===== src/rtl/sensor_defs.svh =====
// constants of the sensor bus front-end: codes, offsets, limits, reset values
`ifndef SENSOR_DEFS_SVH
`define SENSOR_DEFS_SVH
// ----------------------------------------
// link codes
// ----------------------------------------
`define SLAVE_ADDR_DEFAULT 8'h2e
`define FC_READ_HOLD       8'h03
`define FC_READ_INPUT      8'h04
`define FC_WRITE_MULTI     8'h10
`define EXC_FLAG           8'h80
`define EXC_BAD_FUNC       8'h01
`define EXC_BAD_ADDR       8'h02
`define EXC_BAD_VALUE      8'h03
`define CRC_INIT           16'hffff
`define CRC_POLY           16'ha001
// ----------------------------------------
// register offsets
// ----------------------------------------
`define REG_TEMP_C         16'h03ea
`define REG_TEMP_F         16'h03ec
`define REG_TEMP_K         16'h03f0
`define REG_HUMID          16'h03fc
`define REG_TEMP_INT       16'h0fa1
`define REG_HUMID_INT      16'h0faa
`define REG_STATUS         16'h0259
`define MAP_WIN_FIRST      16'h0bb8
`define MAP_WIN_LAST       16'h0bcb
`define MAP_CFG_FIRST      16'h1770
`define MAP_ENTRIES        16'h000a
`define MAX_READ_QTY       16'h0020
// ----------------------------------------
// values and reset values
// ----------------------------------------
`define UNASSIGNED_WORD    16'hffff
`define FLOAT_NAN          32'h7fc00000
`define INT_INVALID        16'h8000
`define STATUS_RESET       16'h0000
`define TEMP_C_LOW         32'hc1f00000
`define TEMP_C_HIGH        32'h42700000
`define TEMP_F_LOW         32'hc1b00000
`define TEMP_F_HIGH        32'h430c0000
`define TEMP_K_LOW         32'h43732666
`define TEMP_K_HIGH        32'h43a69333
`define HUMID_LOW          32'h00000000
`define HUMID_HIGH         32'h42c80000
`define TEMP_INT_LOW       16'hf448
`define TEMP_INT_HIGH      16'h1770
`define HUMID_INT_LOW      16'h0000
`define HUMID_INT_HIGH     16'h2710
// ----------------------------------------
// status word bit positions
// ----------------------------------------
`define ST_TEMP_LOW        0
`define ST_TEMP_HIGH       1
`define ST_TEMP_INF        2
`define ST_HUMID_LOW       3
`define ST_HUMID_HIGH      4
`define ST_HUMID_INF       5
`define ST_ELEMENT         9
`define ST_DISPLAY         11
`endif


===== src/rtl/sensor_pkg.sv =====
// types shared by the sensor bus front-end
package sensor_pkg;
	typedef struct packed {
		logic [31:0] temp_c;
		logic [31:0] temp_f;
		logic [31:0] temp_k;
		logic [31:0] relative_humidity_value;
		logic [15:0] temp_int;
		logic [15:0] humid_int;
	} meas_type;

	typedef struct packed {
		logic display_fault;
		logic element_fault;
		logic humid_inf;
		logic humid_high;
		logic humid_low;
		logic temp_inf;
		logic temp_high;
		logic temp_low;
	} sensor_flags_type;

	// floats have bit 2 clear and index the float table with bits 1:0
	typedef enum logic [2:0] {
		src_temp_c    = 3'h0,
		src_temp_f    = 3'h1,
		src_temp_k    = 3'h2,
		src_humid     = 3'h3,
		src_temp_int  = 3'h4,
		src_humid_int = 3'h5,
		src_none      = 3'h7
	} src_type;

	typedef enum logic [2:0] {
		st_idle   = 3'h0,
		st_recv   = 3'h1,
		st_commit = 3'h3,
		st_head   = 3'h2,
		st_fetch  = 3'h6,
		st_wait   = 3'h7,
		st_data   = 3'h5,
		st_crc    = 3'h4
	} state_type;

	typedef enum logic [1:0] {
		resp_read  = 2'h0,
		resp_write = 2'h1,
		resp_exc   = 2'h2
	} resp_type;
endpackage


===== src/rtl/map_slot_mem.sv =====
// source table of the custom map, one entry per pair of map registers
`timescale 1ns/1ns
`default_nettype none
`include "sensor_defs.svh"
module map_slot_mem import sensor_pkg::*; (
	// clock and reset
	input  wire logic       ref_clk,
	input  wire logic       rst_b,
	// write port
	input  wire logic       wr_en,
	input  wire logic [3:0] wr_idx,
	input  wire src_type    wr_src,
	// read port
	input  wire logic [3:0] rd_idx,
	output src_type         rd_src
);
	src_type slot_reg [10];

	always_ff @(posedge ref_clk) begin
		if (!rst_b) begin
			for (int i = 0; i < 10; i++) begin
				slot_reg[i] <= src_none;
			end
		end else if (wr_en && ({12'h000, wr_idx} < `MAP_ENTRIES)) begin
			slot_reg[wr_idx] <= wr_src;
		end
	end

	always_ff @(posedge ref_clk) begin
		if (!rst_b) begin
			rd_src <= src_none;
		end else begin
			rd_src <= ({12'h000, rd_idx} < `MAP_ENTRIES) ? slot_reg[rd_idx] : src_none;
		end
	end
endmodule
`default_nettype wire


===== src/rtl/modbus_sensor_register_access.sv =====
// register-access front-end of the room sensor: frame decode, map and replies
// ----------------------------------------
// ----------------------------------------
`timescale 1ns/1ns
`default_nettype none
`include "sensor_defs.svh"
module modbus_sensor_register_access import sensor_pkg::*; #(
	parameter logic [7:0] SLAVE_ADDR = `SLAVE_ADDR_DEFAULT
) (
	// clock and reset
	input  wire logic              ref_clk,
	input  wire logic              rst_b,
	// received bytes, frame gap marked by the line receiver
	input  wire logic              rx_byte_valid,
	input  wire logic [7:0]        rx_byte,
	input  wire logic              rx_frame_end,
	// reply bytes
	output logic                   tx_byte_valid,
	output logic [7:0]             tx_byte,
	input  wire logic              tx_byte_ready,
	// measurements and condition flags
	input  wire meas_type          meas,
	input  wire sensor_flags_type  flags,
	// building-automation object view
	output logic [3:0][31:0]       bac_present_value,
	output logic                   bac_reliability_no_sensor,
	output logic                   bac_event_state_fault
);
	// ----------------------------------------
	// measured values as served
	// ----------------------------------------
	logic              serious;
	logic [3:0][31:0]  raw_f;
	logic [3:0][31:0]  low_f;
	logic [3:0][31:0]  high_f;
	logic [3:0]        under_f;
	logic [3:0]        over_f;
	logic [3:0][31:0]  eff_f;
	logic [15:0]       eff_ti;
	logic [15:0]       eff_hi;
	logic [15:0]       status_word;

	// a missing element is the one fault that voids every value
	assign serious = flags.element_fault;
	assign raw_f   = {meas.relative_humidity_value, meas.temp_k, meas.temp_f, meas.temp_c};
	assign low_f   = {`HUMID_LOW, `TEMP_K_LOW, `TEMP_F_LOW, `TEMP_C_LOW};
	assign high_f  = {`HUMID_HIGH, `TEMP_K_HIGH, `TEMP_F_HIGH, `TEMP_C_HIGH};
	assign under_f = {flags.humid_low, {3{flags.temp_low}}};
	assign over_f  = {flags.humid_high, {3{flags.temp_high}}};

	for (genvar g = 0; g < 4; g++) begin : g_float
		assign eff_f[g] = serious ? `FLOAT_NAN :
			over_f[g] ? high_f[g] :
			under_f[g] ? low_f[g] : raw_f[g];
	end

	assign eff_ti = serious ? `INT_INVALID :
		flags.temp_high ? `TEMP_INT_HIGH :
		flags.temp_low ? `TEMP_INT_LOW : meas.temp_int;
	assign eff_hi = serious ? `INT_INVALID :
		flags.humid_high ? `HUMID_INT_HIGH :
		flags.humid_low ? `HUMID_INT_LOW : meas.humid_int;

	always_comb begin
		status_word                 = `STATUS_RESET;
		status_word[`ST_TEMP_LOW]   = flags.temp_low;
		status_word[`ST_TEMP_HIGH]  = flags.temp_high;
		status_word[`ST_TEMP_INF]   = flags.temp_inf;
		status_word[`ST_HUMID_LOW]  = flags.humid_low;
		status_word[`ST_HUMID_HIGH] = flags.humid_high;
		status_word[`ST_HUMID_INF]  = flags.humid_inf;
		status_word[`ST_ELEMENT]    = flags.element_fault;
		status_word[`ST_DISPLAY]    = flags.display_fault;
	end

	// ----------------------------------------
	// decoding helpers
	// ----------------------------------------
	function automatic logic [15:0] crc_step(input logic [15:0] c, input logic [7:0] b);
		logic [15:0] r;
		r = c ^ {8'h00, b};
		for (int i = 0; i < 8; i++) begin
			r = r[0] ? ((r >> 1) ^ `CRC_POLY) : (r >> 1);
		end
		return r;
	endfunction

	function automatic src_type addr_src(input logic [15:0] a);
		case (a)
			`REG_TEMP_C, `REG_TEMP_C + 16'h0001: addr_src = src_temp_c;
			`REG_TEMP_F, `REG_TEMP_F + 16'h0001: addr_src = src_temp_f;
			`REG_TEMP_K, `REG_TEMP_K + 16'h0001: addr_src = src_temp_k;
			`REG_HUMID, `REG_HUMID + 16'h0001:   addr_src = src_humid;
			`REG_TEMP_INT:                       addr_src = src_temp_int;
			`REG_HUMID_INT:                      addr_src = src_humid_int;
			default:                             addr_src = src_none;
		endcase
	endfunction

	function automatic logic in_win(input logic [15:0] a);
		return (a >= `MAP_WIN_FIRST) && (a <= `MAP_WIN_LAST);
	endfunction

	function automatic logic known(input logic [15:0] a);
		return in_win(a) || (a == `REG_STATUS) || (addr_src(a) != src_none);
	endfunction

	// second half of a float is its high word; an integer has no second half
	function automatic logic [15:0] src_word(input src_type s, input logic h);
		if (!s[2]) begin
			return h ? eff_f[s[1:0]][31:16] : eff_f[s[1:0]][15:0];
		end else if (s == src_temp_int && !h) begin
			return eff_ti;
		end else if (s == src_humid_int && !h) begin
			return eff_hi;
		end
		return `UNASSIGNED_WORD;
	endfunction

	// ----------------------------------------
	// frame state
	// ----------------------------------------
	state_type    state_reg;
	resp_type     resp_reg;
	logic [7:0]   rx_cnt_reg;
	logic [15:0]  rx_crc_reg;
	logic [7:0]   addr_reg;
	logic [7:0]   fc_reg;
	logic [15:0]  start_reg;
	logic [15:0]  qty_reg;
	logic [7:0]   bcnt_reg;
	logic [7:0]   data_hi_reg;
	src_type      stage_reg [10];
	logic [7:0]   exc_reg;
	logic [3:0]   idx_reg;
	logic [15:0]  cur_addr_reg;
	logic [15:0]  last_addr_reg;
	logic [15:0]  word_reg;
	logic [15:0]  tx_crc_reg;

	logic         rx_take;
	logic [7:0]   rx_idx;
	logic [15:0]  rx_crc_base;
	logic [7:0]   data_idx;
	src_type      cfg_src;
	logic         frame_ok;
	logic         is_read;
	logic         is_write;
	logic         read_qty_ok;
	logic         read_addr_ok;
	logic [15:0]  cfg_off;
	logic         write_qty_ok;
	logic         write_addr_ok;
	logic [15:0]  slot;
	src_type      rd_src;
	src_type      cur_src;
	logic [15:0]  word_val;
	logic [7:0]   head_byte;
	logic [3:0]   head_last;
	logic         load_ok;
	logic         emit_now;
	logic [7:0]   emit_byte;

	// bytes are only taken while not replying: the line is half duplex
	assign rx_take     = rx_byte_valid && (state_reg == st_idle || state_reg == st_recv);
	assign rx_idx      = (state_reg == st_idle) ? 8'h00 : rx_cnt_reg;
	assign rx_crc_base = (state_reg == st_idle) ? `CRC_INIT : rx_crc_reg;
	assign data_idx    = rx_idx - 8'h07;
	assign cfg_src     = addr_src({data_hi_reg, rx_byte});

	// a crc run over the whole frame, crc included, ends at zero
	assign frame_ok     = (rx_crc_reg == 16'h0000) && (rx_cnt_reg >= 8'h04)
		&& (addr_reg == SLAVE_ADDR);
	assign is_read      = (fc_reg == `FC_READ_HOLD) || (fc_reg == `FC_READ_INPUT);
	assign is_write     = fc_reg == `FC_WRITE_MULTI;
	assign read_qty_ok  = (qty_reg != 16'h0000) && (qty_reg <= `MAX_READ_QTY)
		&& (rx_cnt_reg == 8'h08);
	assign read_addr_ok = known(start_reg) && known(start_reg + qty_reg - 16'h0001);
	assign cfg_off      = start_reg - `MAP_CFG_FIRST;
	assign write_qty_ok = (qty_reg != 16'h0000) && (qty_reg <= `MAP_ENTRIES)
		&& (bcnt_reg == {qty_reg[6:0], 1'b0}) && (rx_cnt_reg == bcnt_reg + 8'h09);
	assign write_addr_ok = (start_reg >= `MAP_CFG_FIRST)
		&& (cfg_off + qty_reg <= `MAP_ENTRIES);

	// map entry n covers map registers 2n and 2n+1
	assign slot     = cur_addr_reg - `MAP_WIN_FIRST;
	assign cur_src  = addr_src(cur_addr_reg);
	// a process, not an assign: src_word reads eff_f, which an assign would not track
	always_comb begin
		word_val = in_win(cur_addr_reg) ? src_word(rd_src, slot[0]) :
			(cur_addr_reg == `REG_STATUS) ? status_word :
			src_word(cur_src, cur_addr_reg[0] & ~cur_src[2]);
	end

	map_slot_mem u_map (
		.ref_clk (ref_clk),
		.rst_b   (rst_b),
		.wr_en   (state_reg == st_commit),
		.wr_idx  (cfg_off[3:0] + idx_reg),
		.wr_src  (stage_reg[idx_reg]),
		.rd_idx  (slot[4:1]),
		.rd_src  (rd_src)
	);

	// ----------------------------------------
	// reply bytes
	// ----------------------------------------
	always_comb begin
		case (idx_reg)
			4'h0:    head_byte = SLAVE_ADDR;
			4'h1:    head_byte = (resp_reg == resp_exc) ? (fc_reg | `EXC_FLAG) : fc_reg;
			4'h2:    head_byte = (resp_reg == resp_read) ? {qty_reg[6:0], 1'b0} :
				(resp_reg == resp_exc) ? exc_reg : start_reg[15:8];
			4'h3:    head_byte = start_reg[7:0];
			4'h4:    head_byte = qty_reg[15:8];
			default: head_byte = qty_reg[7:0];
		endcase
	end

	assign head_last = (resp_reg == resp_write) ? 4'h5 : 4'h2;
	assign load_ok   = !tx_byte_valid || tx_byte_ready;
	assign emit_now  = load_ok && (state_reg == st_head || state_reg == st_data
		|| state_reg == st_crc);
	assign emit_byte = (state_reg == st_head) ? head_byte :
		(state_reg == st_data) ? (idx_reg[0] ? word_reg[7:0] : word_reg[15:8]) :
		(idx_reg[0] ? tx_crc_reg[15:8] : tx_crc_reg[7:0]);

	// ----------------------------------------
	// receive capture
	// ----------------------------------------
	always_ff @(posedge ref_clk) begin
		if (!rst_b) begin
			rx_cnt_reg <= 8'h00;
			rx_crc_reg <= `CRC_INIT;
		end else if (rx_take) begin
			rx_cnt_reg <= (rx_idx == 8'hff) ? rx_idx : rx_idx + 8'h01;
			rx_crc_reg <= crc_step(rx_crc_base, rx_byte);
		end
	end

	always_ff @(posedge ref_clk) begin
		if (rx_take) begin
			case (rx_idx)
				8'h00:   addr_reg <= rx_byte;
				8'h01:   fc_reg <= rx_byte;
				8'h02:   start_reg[15:8] <= rx_byte;
				8'h03:   start_reg[7:0] <= rx_byte;
				8'h04:   qty_reg[15:8] <= rx_byte;
				8'h05:   qty_reg[7:0] <= rx_byte;
				8'h06:   bcnt_reg <= rx_byte;
				default: begin
					if (!data_idx[0]) begin
						data_hi_reg <= rx_byte;
					end else if (data_idx < 8'h14) begin
						// only the first word of a float is a legal source
						stage_reg[data_idx[4:1]] <= (!cfg_src[2] && rx_byte[0]) ?
							src_none : cfg_src;
					end
				end
			endcase
		end
	end

	// ----------------------------------------
	// sequencer
	// ----------------------------------------
	always_ff @(posedge ref_clk) begin
		if (!rst_b) begin
			state_reg <= st_idle;
			resp_reg  <= resp_read;
			exc_reg   <= 8'h00;
			idx_reg   <= 4'h0;
		end else begin
			case (state_reg)
				st_idle: begin
					if (rx_byte_valid) begin
						state_reg <= st_recv;
					end
				end
				st_recv: begin
					if (rx_frame_end) begin
						idx_reg       <= 4'h0;
						cur_addr_reg  <= start_reg;
						last_addr_reg <= start_reg + qty_reg - 16'h0001;
						state_reg     <= st_head;
						resp_reg      <= resp_exc;
						if (!frame_ok) begin
							state_reg <= st_idle;
						end else if (is_read) begin
							exc_reg <= read_qty_ok ? `EXC_BAD_ADDR : `EXC_BAD_VALUE;
							if (read_qty_ok && read_addr_ok) begin
								resp_reg <= resp_read;
							end
						end else if (is_write) begin
							exc_reg <= write_qty_ok ? `EXC_BAD_ADDR : `EXC_BAD_VALUE;
							if (write_qty_ok && write_addr_ok) begin
								resp_reg  <= resp_write;
								state_reg <= st_commit;
							end
						end else begin
							exc_reg <= `EXC_BAD_FUNC;
						end
					end
				end
				st_commit: begin
					idx_reg <= idx_reg + 4'h1;
					if ({12'h000, idx_reg} == qty_reg - 16'h0001) begin
						idx_reg   <= 4'h0;
						state_reg <= st_head;
					end
				end
				st_head: begin
					if (emit_now) begin
						idx_reg <= idx_reg + 4'h1;
						if (idx_reg == head_last) begin
							idx_reg   <= 4'h0;
							state_reg <= (resp_reg == resp_read) ? st_fetch : st_crc;
						end
					end
				end
				st_fetch: state_reg <= st_wait;
				st_wait: begin
					word_reg  <= word_val;
					state_reg <= st_data;
				end
				st_data: begin
					if (emit_now) begin
						idx_reg <= idx_reg ^ 4'h1;
						if (idx_reg[0]) begin
							cur_addr_reg <= cur_addr_reg + 16'h0001;
							// every register of the range is sent, unassigned ones too
							state_reg <= (cur_addr_reg == last_addr_reg) ?
								st_crc : st_fetch;
						end
					end
				end
				st_crc: begin
					if (emit_now) begin
						idx_reg <= idx_reg ^ 4'h1;
						if (idx_reg[0]) begin
							idx_reg   <= 4'h0;
							state_reg <= st_idle;
						end
					end
				end
				default: state_reg <= st_idle;
			endcase
		end
	end

	// ----------------------------------------
	// reply output stage
	// ----------------------------------------
	always_ff @(posedge ref_clk) begin
		if (!rst_b) begin
			tx_byte_valid <= 1'b0;
			tx_byte       <= 8'h00;
			tx_crc_reg    <= `CRC_INIT;
		end else if (emit_now) begin
			tx_byte_valid <= 1'b1;
			tx_byte       <= emit_byte;
			if (state_reg != st_crc) begin
				tx_crc_reg <= crc_step(tx_crc_reg, emit_byte);
			end
		end else begin
			if (tx_byte_ready) begin
				tx_byte_valid <= 1'b0;
			end
			if (state_reg == st_recv) begin
				tx_crc_reg <= `CRC_INIT;
			end
		end
	end

	// ----------------------------------------
	// object view
	// ----------------------------------------
	always_ff @(posedge ref_clk) begin
		if (!rst_b) begin
			bac_present_value         <= '0;
			bac_reliability_no_sensor <= 1'b0;
			bac_event_state_fault     <= 1'b0;
		end else begin
			bac_present_value         <= eff_f;
			bac_reliability_no_sensor <= serious;
			bac_event_state_fault     <= serious;
		end
	end
endmodule
`default_nettype wire


===== config.mk =====
export PLATFORM = sky130hd
export DESIGN_NAME = modbus_sensor_register_access
export DESIGN_NICKNAME = d
export VERILOG_FILES = /design/src/rtl/sensor_pkg.sv /design/src/rtl/map_slot_mem.sv /design/src/rtl/modbus_sensor_register_access.sv
export VERILOG_INCLUDE_DIRS = /design/src /design/src/rtl
export SDC_FILE = /design/constraint.sdc
export NUM_CORES = 1
export LEC_CHECK = 0
export BUFFER_PORTS_ARGS = -buffer_cell sky130_fd_sc_hd__buf_2
export CAP_MARGIN = 20
export CORE_UTILIZATION = 35
export DETAILED_ROUTE_END_ITERATION = 7
export SYNTH_ARGS = -nofsm -noshare
export SYNTH_HDL_FRONTEND = slang
export SYNTH_SLANG_ARGS = --single-unit

===== constraint.sdc =====
create_clock -name ref_clk -period 4.7 [get_ports ref_clk]
set_input_delay 0 -clock ref_clk [delete_from_list [all_inputs] [get_ports ref_clk]]
set_output_delay 0 -clock ref_clk [all_outputs]
set_load 0.05 [all_outputs]

### Word level (Yosys, flattened, before mapping)

Memories as Yosys holds them, arrays and structs flattened. A register that Yosys moved wholly into a read port is not among the register bits.
Index checks and enable logic that the tools add are counted.

| operators by class | value |
|---|---|
| eq/ne operators | 90 |
| reductions and logical operators | 83 |
| bitwise operators | 24 |
| order comparisons | 16 |
| mux-type cells | 127 |
| add/sub/neg operators | 12 |

Operators by type and width:

| operator | count |
|---|---|
| $mux W16 | 41 |
| $eq A16 B10 Y1 const B | 35 |
| $mux W32 | 14 |
| $bmux W32 S2 | 2 |
| $eq A16 B12 Y1 const B | 8 |
| $mux W8 | 9 |
| $pmux W3 S6 | 4 |
| $ge A16 B12 Y1 const B | 3 |
| $le A16 B12 Y1 const B | 3 |
| $not A2 Y3 | 16 |
| $pmux W8 S5 | 1 |
| $mux W3 | 12 |
| $add A16 B16 Y16 | 2 |
| $eq A8 B3 Y1 const B | 4 |
| $le A16 B4 Y1 const B | 2 |
| $pmux W16 S2 | 1 |
| $reduce_or A2 Y1 | 16 |
| $sub A16 B1 Y16 const B | 2 |
| $xor A16 B8 Y16 | 2 |
| $mux W4 | 7 |
| $eq A3 B3 Y1 const B | 8 |
| $eq A8 B2 Y1 const B | 3 |
| $mux W1 | 24 |
| $pmux W3 S8 | 1 |
| other kinds (56) | 132 |

| storage, ports and cells | value |
|---|---|
| register bits | 307 |
| input port bits | 181 |
| RAM bits | 60 |
| memories kept | 2 |

Memory list:

| name | words | bits a word | read ports | clocked after memory_dff | wr ports | line | source |
|---|---|---|---|---|---|---|---|
| stage_reg | 10 | 3 | 1 | 0 | 1 | modbus_sensor_register_access.sv:133 | `src_type stage_reg [10];` |
| u_map.slot_reg | 10 | 3 | 1 | 1 | 10 | map_slot_mem.sv:17 | `src_type slot_reg [10];` |

### Logic depth before layout (Yosys ltp)

Gate-level depths: netlist of the first run.

| depth | value |
|---|---|
| word-level depth | 24 |
| gate-level depth with buffers | 18 |
| gate-level depth less buffers | 18 |

### Cells and area by module

Synthesis of the first run repeated with hierarchy kept, for this count alone.

| unflattened totals | value |
|---|---|
| cells, all modules | 2430 |
| area total of the unflattened synthesis | 21597.0 um2 |

By module, submodules not included:

| module | instances | cells each | area an instance (um2) | seq. area each (um2) |
|---|---|---|---|---|
| modbus_sensor_register_access | 1 | 2312 | 20031.7 | 8047.7 |
| map_slot_mem | 1 | 118 | 1565.3 | 960.9 |

### Worst setup path after synthesis of the first run

Ideal clock, no wire load.

| timing path | value |
|---|---|
| path type | register -> register |
| start | register cur_addr_reg[1] |
| end | register word_reg[3] (data pin) |
| slack | 1.028 ns |
| data required time | 4.441 ns |
| data arrival time | 3.413 ns |
| clock period less this slack | 3.672 ns |
| cell stages (with the launch flop) | 16 |
| cell sequence | edfxtp_1 clkbuf_1 buf_1 inv_1 ha_1 mux2i_1 nor2_1 and3_1 clkbuf_1 o21ai_1 clkbuf_1 clkbuf_1 o211ai_1 a21oi_1 nor3_1 o31a_1 |

| between the ends | value |
|---|---|
| word-level cells in the longest chain between the ends | 13 |
| elaborated cells between the ends (all ways) | 37 |
| those cells by class | 2 x order compare; 13 x eq/ne; 12 x mux; 2 x bitwise; 8 x reduce/logical |

Ends and longest elaborated chain:

| what | line | source |
|---|---|---|
| from (decl) | modbus_sensor_register_access.sv:136 | `logic [15:0] cur_addr_reg;` |
| from (signal assigned) | modbus_sensor_register_access.sv:283 | `cur_addr_reg <= start_reg;` |
| from (signal assigned) | modbus_sensor_register_access.sv:330 | `cur_addr_reg <= cur_addr_reg + 16'h0001;` |
| $eq A16 B10 Y1 | modbus_sensor_register_access.sv:89 | `case (a)` |
| $reduce_or A2 Y1 | modbus_sensor_register_access.sv:89 |  |
| $pmux W3 S6 | modbus_sensor_register_access.sv:89 |  |
| $not A1 Y1 | modbus_sensor_register_access.sv:192 | `src_word(cur_src, cur_addr_reg[0] & ~cur_src[2]);` |
| $and A1 B1 Y1 | modbus_sensor_register_access.sv:192 |  |
| $logic_not A1 Y1 | modbus_sensor_register_access.sv:112, modbus_sensor_register_access.sv:114 |  |
| $logic_and A1 B1 Y1 | modbus_sensor_register_access.sv:114 | `end else if (s == src_humid_int && !h) begin` |
| $mux W1 | modbus_sensor_register_access.sv:114 |  |
| $mux W1 | modbus_sensor_register_access.sv:112 | `end else if (s == src_temp_int && !h) begin` |
| $mux W1 | modbus_sensor_register_access.sv:110 | `if (!s[2]) begin` |
| $mux W16 | modbus_sensor_register_access.sv:117 | `` return `UNASSIGNED_WORD; `` |
| $mux W16 | modbus_sensor_register_access.sv:191 | `` (cur_addr_reg == `REG_STATUS) ? status_word : `` |
| $mux W16 * | modbus_sensor_register_access.sv:190 | `word_val = in_win(cur_addr_reg) ? src_word(rd_src, slot[0]) :` |
| named net word_val[3] | modbus_sensor_register_access.sv:157 | `logic [15:0] word_val;` |
| to (signal assigned) | modbus_sensor_register_access.sv:323 | `word_reg <= word_val;` |
| to (decl) | modbus_sensor_register_access.sv:138 | `logic [15:0] word_reg;` |

Mark *: on every way through the listed nets, which the timed path passes. The rest lies on a longest branch. The select of a mux whose other input is x is not followed.
A chain may end at the register's enable or synchronous reset.

### Worst setup path in the final report of the first run

| timing path | value |
|---|---|
| start | register cur_addr_reg[1] |
| end | register word_reg[2] (data pin) |

The elaborated chain is that of the path after synthesis.

==> out/qor.csv, run 1 <==
stage;metric;value;unit
clock_tree;buffer cell driving the clock tree root;clkbuf_16;
routing;Iter 0 DRT Violations;2003;
synth;number of different library cells in the post-synthesis netlist;90;
setup_path;family of cells with the greatest summed delay on the critical path;compound AO/OA/AOI/OAI gates;
floorplan;Die Ht;254;microns
grt;Tot GR Track Use;26.7;%
synth;area fraction of the dominant cell type after synthesis;25.8;%
clock_tree;TritonCTS clock tree;built;
timing;Fmax;231;MHz
hold_path;Worst Hold Launch;flags[6];
synth;Post-Synthesis Cell Area;0.0221;sq mm
synth;number of synthesized flops with an enable pin;190;
pwr;sequential share of power;44.2;%
grt;fraction of met2 tracks used by global routing;45.4;%
grt;number of antenna violations at the first check in global routing;2;
finish;net total in the final layout;3158;
grt;largest net degree at the start of global routing;79;
grt;gr ovfl total;0;
timing;Worst Tran Pin Value;1030;ps
timing;setup repair after global routing missed its margin;no;
timing;setup skew after layout;40.9;ps
clock_tree;Longest Clk Path Bufs;3;
setup_path;startpoint type of the worst setup path;register;
placement;Area after DPL;0.0247;sq mm
synth;mean cell area of the mapped netlist;8.97;sq um
synth;synth top area cells;edfxtp_1, dfxtp_1, ha_1, nand2_1, a21oi_1;
setup_path;biggest fanout along the worst timing path;25;
grt;wire length of the first global-routing pass;130;mm
setup_path;delay of the slowest critical-path stage;690;ps
setup_path;Worst Path Class, Setup;register to register;
clock_tree;Post-CTS Setup Repair Bufs;0;
setup_path;data required time of the critical path;5060;ps
timing;setup TNS;0;ps
hold_path;worst min-delay path class;input pin to register;
routing;Antenna Violating Nets Remaining;0;
finish;flip-flop count of the largest register, all copies and words added;128;
grt;global-route track usage on met1;32.3;%
clock_tree;Worst-path clk slew;60;ps
synth;sequential area share after synthesis;43.1;%
floorplan;placeable core area;0.0621;sq mm
pwr;fraction of power consumed by combinational cells;11.8;%
synth;most used flip-flop cell after synthesis;dfxtp_1;
synth;fraction of synthesis flops using an asynchronous set or reset pin;0;%
routing;DRC violation count after routing;0;
grt;layer with the highest usage;met2;
clock_tree;total number of H-tree levels;2;
pwr;power dissipated by switching net loads;2.20;mW
pwr;standby leakage power;11.1;nW
timing;number of setup violations in the final report;0;
clock_tree;number of buffers created by CTS;45;
clock_tree;clk sinks;382;
floorplan;number of rows in the core area;91;
placement;routability congestion estimate;0.997;
finish;area growth from synthesis to final layout;25.9;%
placement;DPL Wire Length;65.4;mm
floorplan;# IOs;320;
pwr;worst supply voltage drop on vdd;0.000267;V
timing;number of pins exceeding their max-slew limit in the final report;0;
pwr;PwrDens;294;mW/mm^2
grt;via count of the first global-routing pass;20800;
setup_path;beginning of the critical path;cur_addr_reg[1]$_DFFE_PP_;
outcome;run status;finished, final reports clean;
setup_path;cell-by-cell trace of the critical path;inv_1 -> ha_1 -> mux2i_1 -> nor2_1 -> and3_1 -> o21ai_4 -> buf_4 -> nor3_1 -> a31oi_1 -> nor2_1 -> nor3_1 -> a21oi_1 -> o221a_1 -> dlygate4sd3_1;
pwr;total internal power;5.99;mW
floorplan;die area;0.0643;sq mm
setup_path;R2R Path Start;cur_addr_reg[1]$_DFFE_PP_;
setup_path;Critical Path AT;4690;ps
finish;most frequent cells in the layout;buf_2, nand2_1, nor2_1;
synth;post-synthesis sequential element count;382;
synth;Yosys warning count;0;
grt;met3 track demand over resource in global routing;3.91;%
floorplan;chip width;254;microns
routing;final routed wire length divided by cell count;23.2;microns
pwr;fraction of power spent switching nets;26.8;%
routing;total number of vias;21300;
synth;number of instances in the synthesized netlist;2469;
floorplan;initial standard-cell utilization of the core;35.7;%
timing;count of endpoints failing hold in the final timing report;0;
pwr;clock share of power;44.0;%
clock_tree;clock insertion delay at the later pin of the skew report;610;ps
finish;most common library cell in the layout ignoring fill and taps;buf_2;
timing;minimum period implied by the final worst setup slack;4330;ps
timing;worst-case headroom to the max-slew limit;30.7;%
routing;vias per std cell;5.65;
routing;aggregate routed wire length;87.8;mm
placement;port bufs;319;
synth;most area-hungry cell type in the Yosys netlist;edfxtp_1;
finish;share of cells above drive strength 1;18.0;%
setup_path;crit path capture type;register;
setup_path;Critical-path top delay cell;edfxtp_1;
routing;first-pass detailed-route iteration total;7;
job;maxcap violations;0;
setup_path;buffers and inverters on the worst path;3;
finish;final instance area;0.0279;sq mm
timing;ratio of final minimum period to clock period;92.1;%
## synthesized netlist by cell type (18+ instances only)
master / n
nand2_1: 243
nor2_1: 242
dfxtp_1: 192
edfxtp_1: 190
a21oi_1: 182
o21ai_0: 156
clkbuf_1: 143
inv_1: 96
xnor2_1: 93
nand3_1: 91
nor3_1: 83
ha_1: 74
and3_1: 71
mux2i_1: 43
xor2_1: 41
a211oi_1: 34
a31oi_1: 30
nor4_1: 29
mux4_2: 28
nand4_1: 22
o22ai_1: 22
nand2b_1: 21
o211ai_1: 21
a221oi_1: 19
and2_1: 19
or3_1: 19
buf_1: 18
## power groups by stage
stage | logic, mW | registers [mW] | clock network, mW
floorplan | 0.366 | 3.80 | 0
finish | 0.964 | 3.61 | 3.60
detailed placement | 0.841 | 3.68 | 0
global route | 1.02 | 3.62 | 3.78
CTS | 0.951 | 3.61 | 3.67
global placement | 0.837 | 3.68 | 0
## logic make-up after synthesis
group | Yosys count | synth area share [%]
AO/OA/AOI/OAI | 614 | 17.3
XOR/XNOR | 137 | 5.58
adder cells (fa/ha/maj) | 77 | 4.45
buffers and inverters | 277 | 4.83
flip-flops | 382 | 43.1
multiplexers | 80 | 5.25
other | 1 | 0.0169
AND/OR/NAND/NOR | 901 | 19.4
## worst register-to-register path, delay by kind of cell, from the launching register on
kind	cells	cell delay, ps
buffers and inverters	3	1040
adders and majority gates	1	260
and+or+nand+nor	5	860
muxes	1	140
DFF	1	690
AOI/OAI and AO/OA	4	1090
## final timing paths
path	endpoint	slack, ps	cells past startpoint
setup / recovery	word_reg[2]$_DFFE_PP_	370	14
hold / removal	bac_event_state_fault$_SDFF_PN0_	30	2
setup reg to reg	word_reg[2]$_DFFE_PP_	370	14
hold reg to reg	tx_byte[2]$_SDFFE_PN0P_	460	2
## repair_timing
action / in CTS / in global routing
endpoints found under the setup margin: 0 / 0
endpoints found under the hold margin: 244 / 0
hold buffers: 164 / 0
gates resized for setup: 0 / 0
## metrics by stage
stage / worst slack [ps] / utilization, % / hold WS [ps] / std cells / power, mW
2_1_floorplan: 1030 / - / 98.9 / 2486 / 4.17
3_3_place_gp: 667 / 39.7 / 236 / 3523 / 4.52
3_5_place_dp: 611 / 39.8 / 245 / 3526 / 4.52
4_1_cts: 398 / 44.9 / 3.29 / 3772 / 8.23
5_1_grt: 95.2 / 44.9 / 35.9 / 3774 / 8.42
6_report: 370 / 44.9 / 25.5 / 3775 / 8.18
## layout make-up
class	count	area (sq um)
Antenna cell	3	7.51
Clock buffer	60	1310
Clock inverter	22	238
Fill cell	5968	34200
Inverter	102	383
Multi-Input combinational cell	1827	11600
Sequential cell	382	9550
Tap cell	837	1050
Timing Repair Buffer	542	3700
## metal layers
layer | vias to the layer above | routed length, microns | part of all wire (%)
met2 | 1092 | 41400 | 47
met5 | - | 0 | 0
met3 | 263 | 6500 | 7.4
met4 | 0 | 5040 | 5.7
met1 | 10200 | 34800 | 40
li1 | 9811 | - | -
Power figures use the tool's default switching activity.
==> run 2, diff against run 1 <==
Settings changed: CELL_PAD_IN_SITES_DETAIL_PLACEMENT from default to 1, CELL_PAD_IN_SITES_GLOBAL_PLACEMENT from default to 1, PLACE_DENSITY_LB_ADDON from default to 0.1.
==> run 2 against run 1 <==
Clock power hardly changed. Largest cell class unchanged. Critical endpoint is now resp_reg[1]$_SDFFE_PN0P_. Count of clock-buffer cells in the layout is 2 lower. Sequential share of layout area hardly changed. Routed wire length is 9.4% higher. Die area stayed put. Fmax is 0.53% higher.
==> out/qor.csv, run 2 (same netlist as run 1, synthesis figures left out) <==
stage;metric;value;unit;change
finish;flip-flop count of the largest register, all copies and words added;128;;unchanged
finish;final core utilization;44.9;%;-0.059 points
finish;sequential cell area;0.00955;sq mm;unchanged
placement;port bufs;319;;unchanged
routing;aggregate routed wire length;96.0;mm;+9.4%
pwr;worst supply voltage drop on vdd;0.000273;V;+2.2%
clock_tree;number of buffers created by CTS;46;;+2.2%
floorplan;initial standard-cell utilization of the core;35.7;%;unchanged
clock_tree;Longest Clk Path Bufs;3;;unchanged
finish;Filler cells;7211;;+21%
placement;worst setup slack before clock tree synthesis;536;ps;-75.4 ps
placement;Area after DPL;0.0248;sq mm;+0.38%
routing;first-pass detailed-route iteration total;6;;-1
routing;DRC violation count after routing;0;;unchanged
hold_path;worst min-delay path class;input pin to register;;
finish;area of the multi-input gates;0.0116;sq mm;about the same
grt;gr ovfl total;0;;unchanged
setup_path;crit path capture type;register;;
timing;setup TNS;0;ps;unchanged
finish;net total in the final layout;3158;;unchanged
timing;Fmax;232;MHz;+0.53%
timing;count of endpoints failing hold in the final timing report;0;;unchanged
finish;most frequent cells in the layout;buf_2, nand2_1, nor2_1;;
grt;via count of the first global-routing pass;22300;;+7.0%
floorplan;chip width;254;microns;unchanged
routing;final routed wire length divided by cell count;25.4;microns;+9.3%
timing;Worst Tran Pin Value;1020;ps;-7.44 ps
timing;Final Hold Slack;25.7;ps;+0.221 ps
finish;most common library cell in the layout ignoring fill and taps;buf_2;;
timing;worst-case headroom to the max-slew limit;30.9;%;+0.19 points
clock_tree;total number of H-tree levels;2;;unchanged
finish;fin cells;3779;;+0.11%
clock_tree;clock insertion delay at the later pin of the skew report;600;ps;about the same
finish;final instance area;0.0278;sq mm;-0.13%
setup_path;biggest fanout along the worst timing path;6;;-76%
timing;number of pins exceeding their max-slew limit in the final report;0;;unchanged
routing;vias per std cell;5.63;;-0.35%
timing;ratio of final minimum period to clock period;91.6;%;-0.49 points
setup_path;Worst Path Class, Setup;register to register;;
setup_path;data required time of the critical path;5160;ps;+100 ps
placement;instance count after placement with tap cells included;3534;;+0.23%
timing;smallest setup slack after layout;393;ps;+23.0 ps
placement;routability congestion estimate;0.960;;-3.7%
routing;Iter 0 DRT Violations;1392;;-31%
clock_tree;TritonCTS clock tree;built;;
grt;largest net degree at the start of global routing;68;;-14%
routing;Antenna Violating Nets Remaining;0;;unchanged
finish;share of cells above drive strength 1;18.3;%;+0.31 points
placement;DPL Wire Length;71.7;mm;+9.6%
floorplan;Die Ht;254;microns;unchanged
timing;setup skew after layout;19.9;ps;-20.9 ps
timing;setup repair after global routing missed its margin;no;;
floorplan;# IOs;320;;unchanged
clock_tree;clk sinks;382;;unchanged
grt;number of antenna violations at the first check in global routing;8;;+6
finish;area growth from synthesis to final layout;25.7;%;
setup_path;startpoint type of the worst setup path;register;;
floorplan;die area;0.0643;sq mm;unchanged
timing;number of setup violations in the final report;0;;unchanged
grt;Tot GR Track Use;29.5;%;+2.9 points
setup_path;Critical Path AT;4760;ps;+70 ps
clock_tree;buffer cell driving the clock tree root;clkbuf_16;;
floorplan;number of rows in the core area;91;;unchanged
pwr;PwrDens;294;mW/mm^2;about the same
outcome;run status;finished, final reports clean;;
grt;wire length of the first global-routing pass;143;mm;+10%
pwr;standby leakage power;11.1;nW;-0.13%
job;maxcap violations;0;;unchanged
pwr;total chip power;8.17;mW;-0.12%
routing;total number of vias;21300;;-0.24%
clock_tree;Worst-path clk slew;60;ps;about the same
floorplan;placeable core area;0.0621;sq mm;unchanged
timing;minimum period implied by the final worst setup slack;4310;ps;-23.0 ps
[run 2: where the power goes]
group / internal (mW) / switching, mW / total (mW)
Clock: 2.05 / 1.53 / 3.58
Sequential: 3.56 / 0.0560 / 3.61
Combinational: 0.332 / 0.647 / 0.979
Total: 5.94 / 2.23 / 8.17
[run 2: layout make-up]
class                           instances  area share (%)
Clock buffer                           58            4.44
Antenna cell                            8          0.0719
Multi-Input combinational cell       1827            41.8
Timing Repair Buffer                  541            13.3
Sequential cell                       382            34.3
Tap cell                              837            3.76
Clock inverter                         24           0.922
Inverter                              102            1.38
[run 2: path summary, 6_finish.rpt]
check | slack, ps | cells after the start | to | startpoint
setup / recovery | 390 | 18 | resp_reg[1]$_SDFFE_PN0P_ | start_reg[4]$_DFFE_PP_
hold / removal | 30 | 3 | bac_present_value[115]$_SDFF_PN0_ | flags[4]
setup reg to reg | 390 | 18 | resp_reg[1]$_SDFFE_PN0P_ | start_reg[4]$_DFFE_PP_
hold reg to reg | 460 | 2 | tx_byte[7]$_SDFFE_PN0P_ | tx_byte[7]$_SDFFE_PN0P_
[run 2: timing repair]
action,in CTS,in global routing
gates resized for setup,0,0
setup buffers,0,0
endpoints found under the hold margin,229,0
hold buffers,155,0
[run 2: metal layers]
layer  GRT usage, %  share of wire [%]  up-vias
met5              0              0.014        -
li1               -                  -     9824
met4           11.7                4.0        2
met3           3.76                5.4      178
met1           36.3                 41    10600
met2           52.1                 49      695
[run 2: critical path: stages, from the launching register on]
cell      delay [ps]
edfxtp_1         470
ha_1             320
a21oi_1          140
nor3_1           320
a21oi_1          160
nor2_1           170
nor2_1            70
xnor2_1          140
ha_1             320
nand2b_1         110
a21oi_1           80
a221o_1          300
nor4_1           200
o21ai_0          140
nor4_1           220
o311ai_1         150
nor4_1           430
and4b_1          350
a211oi_1          70
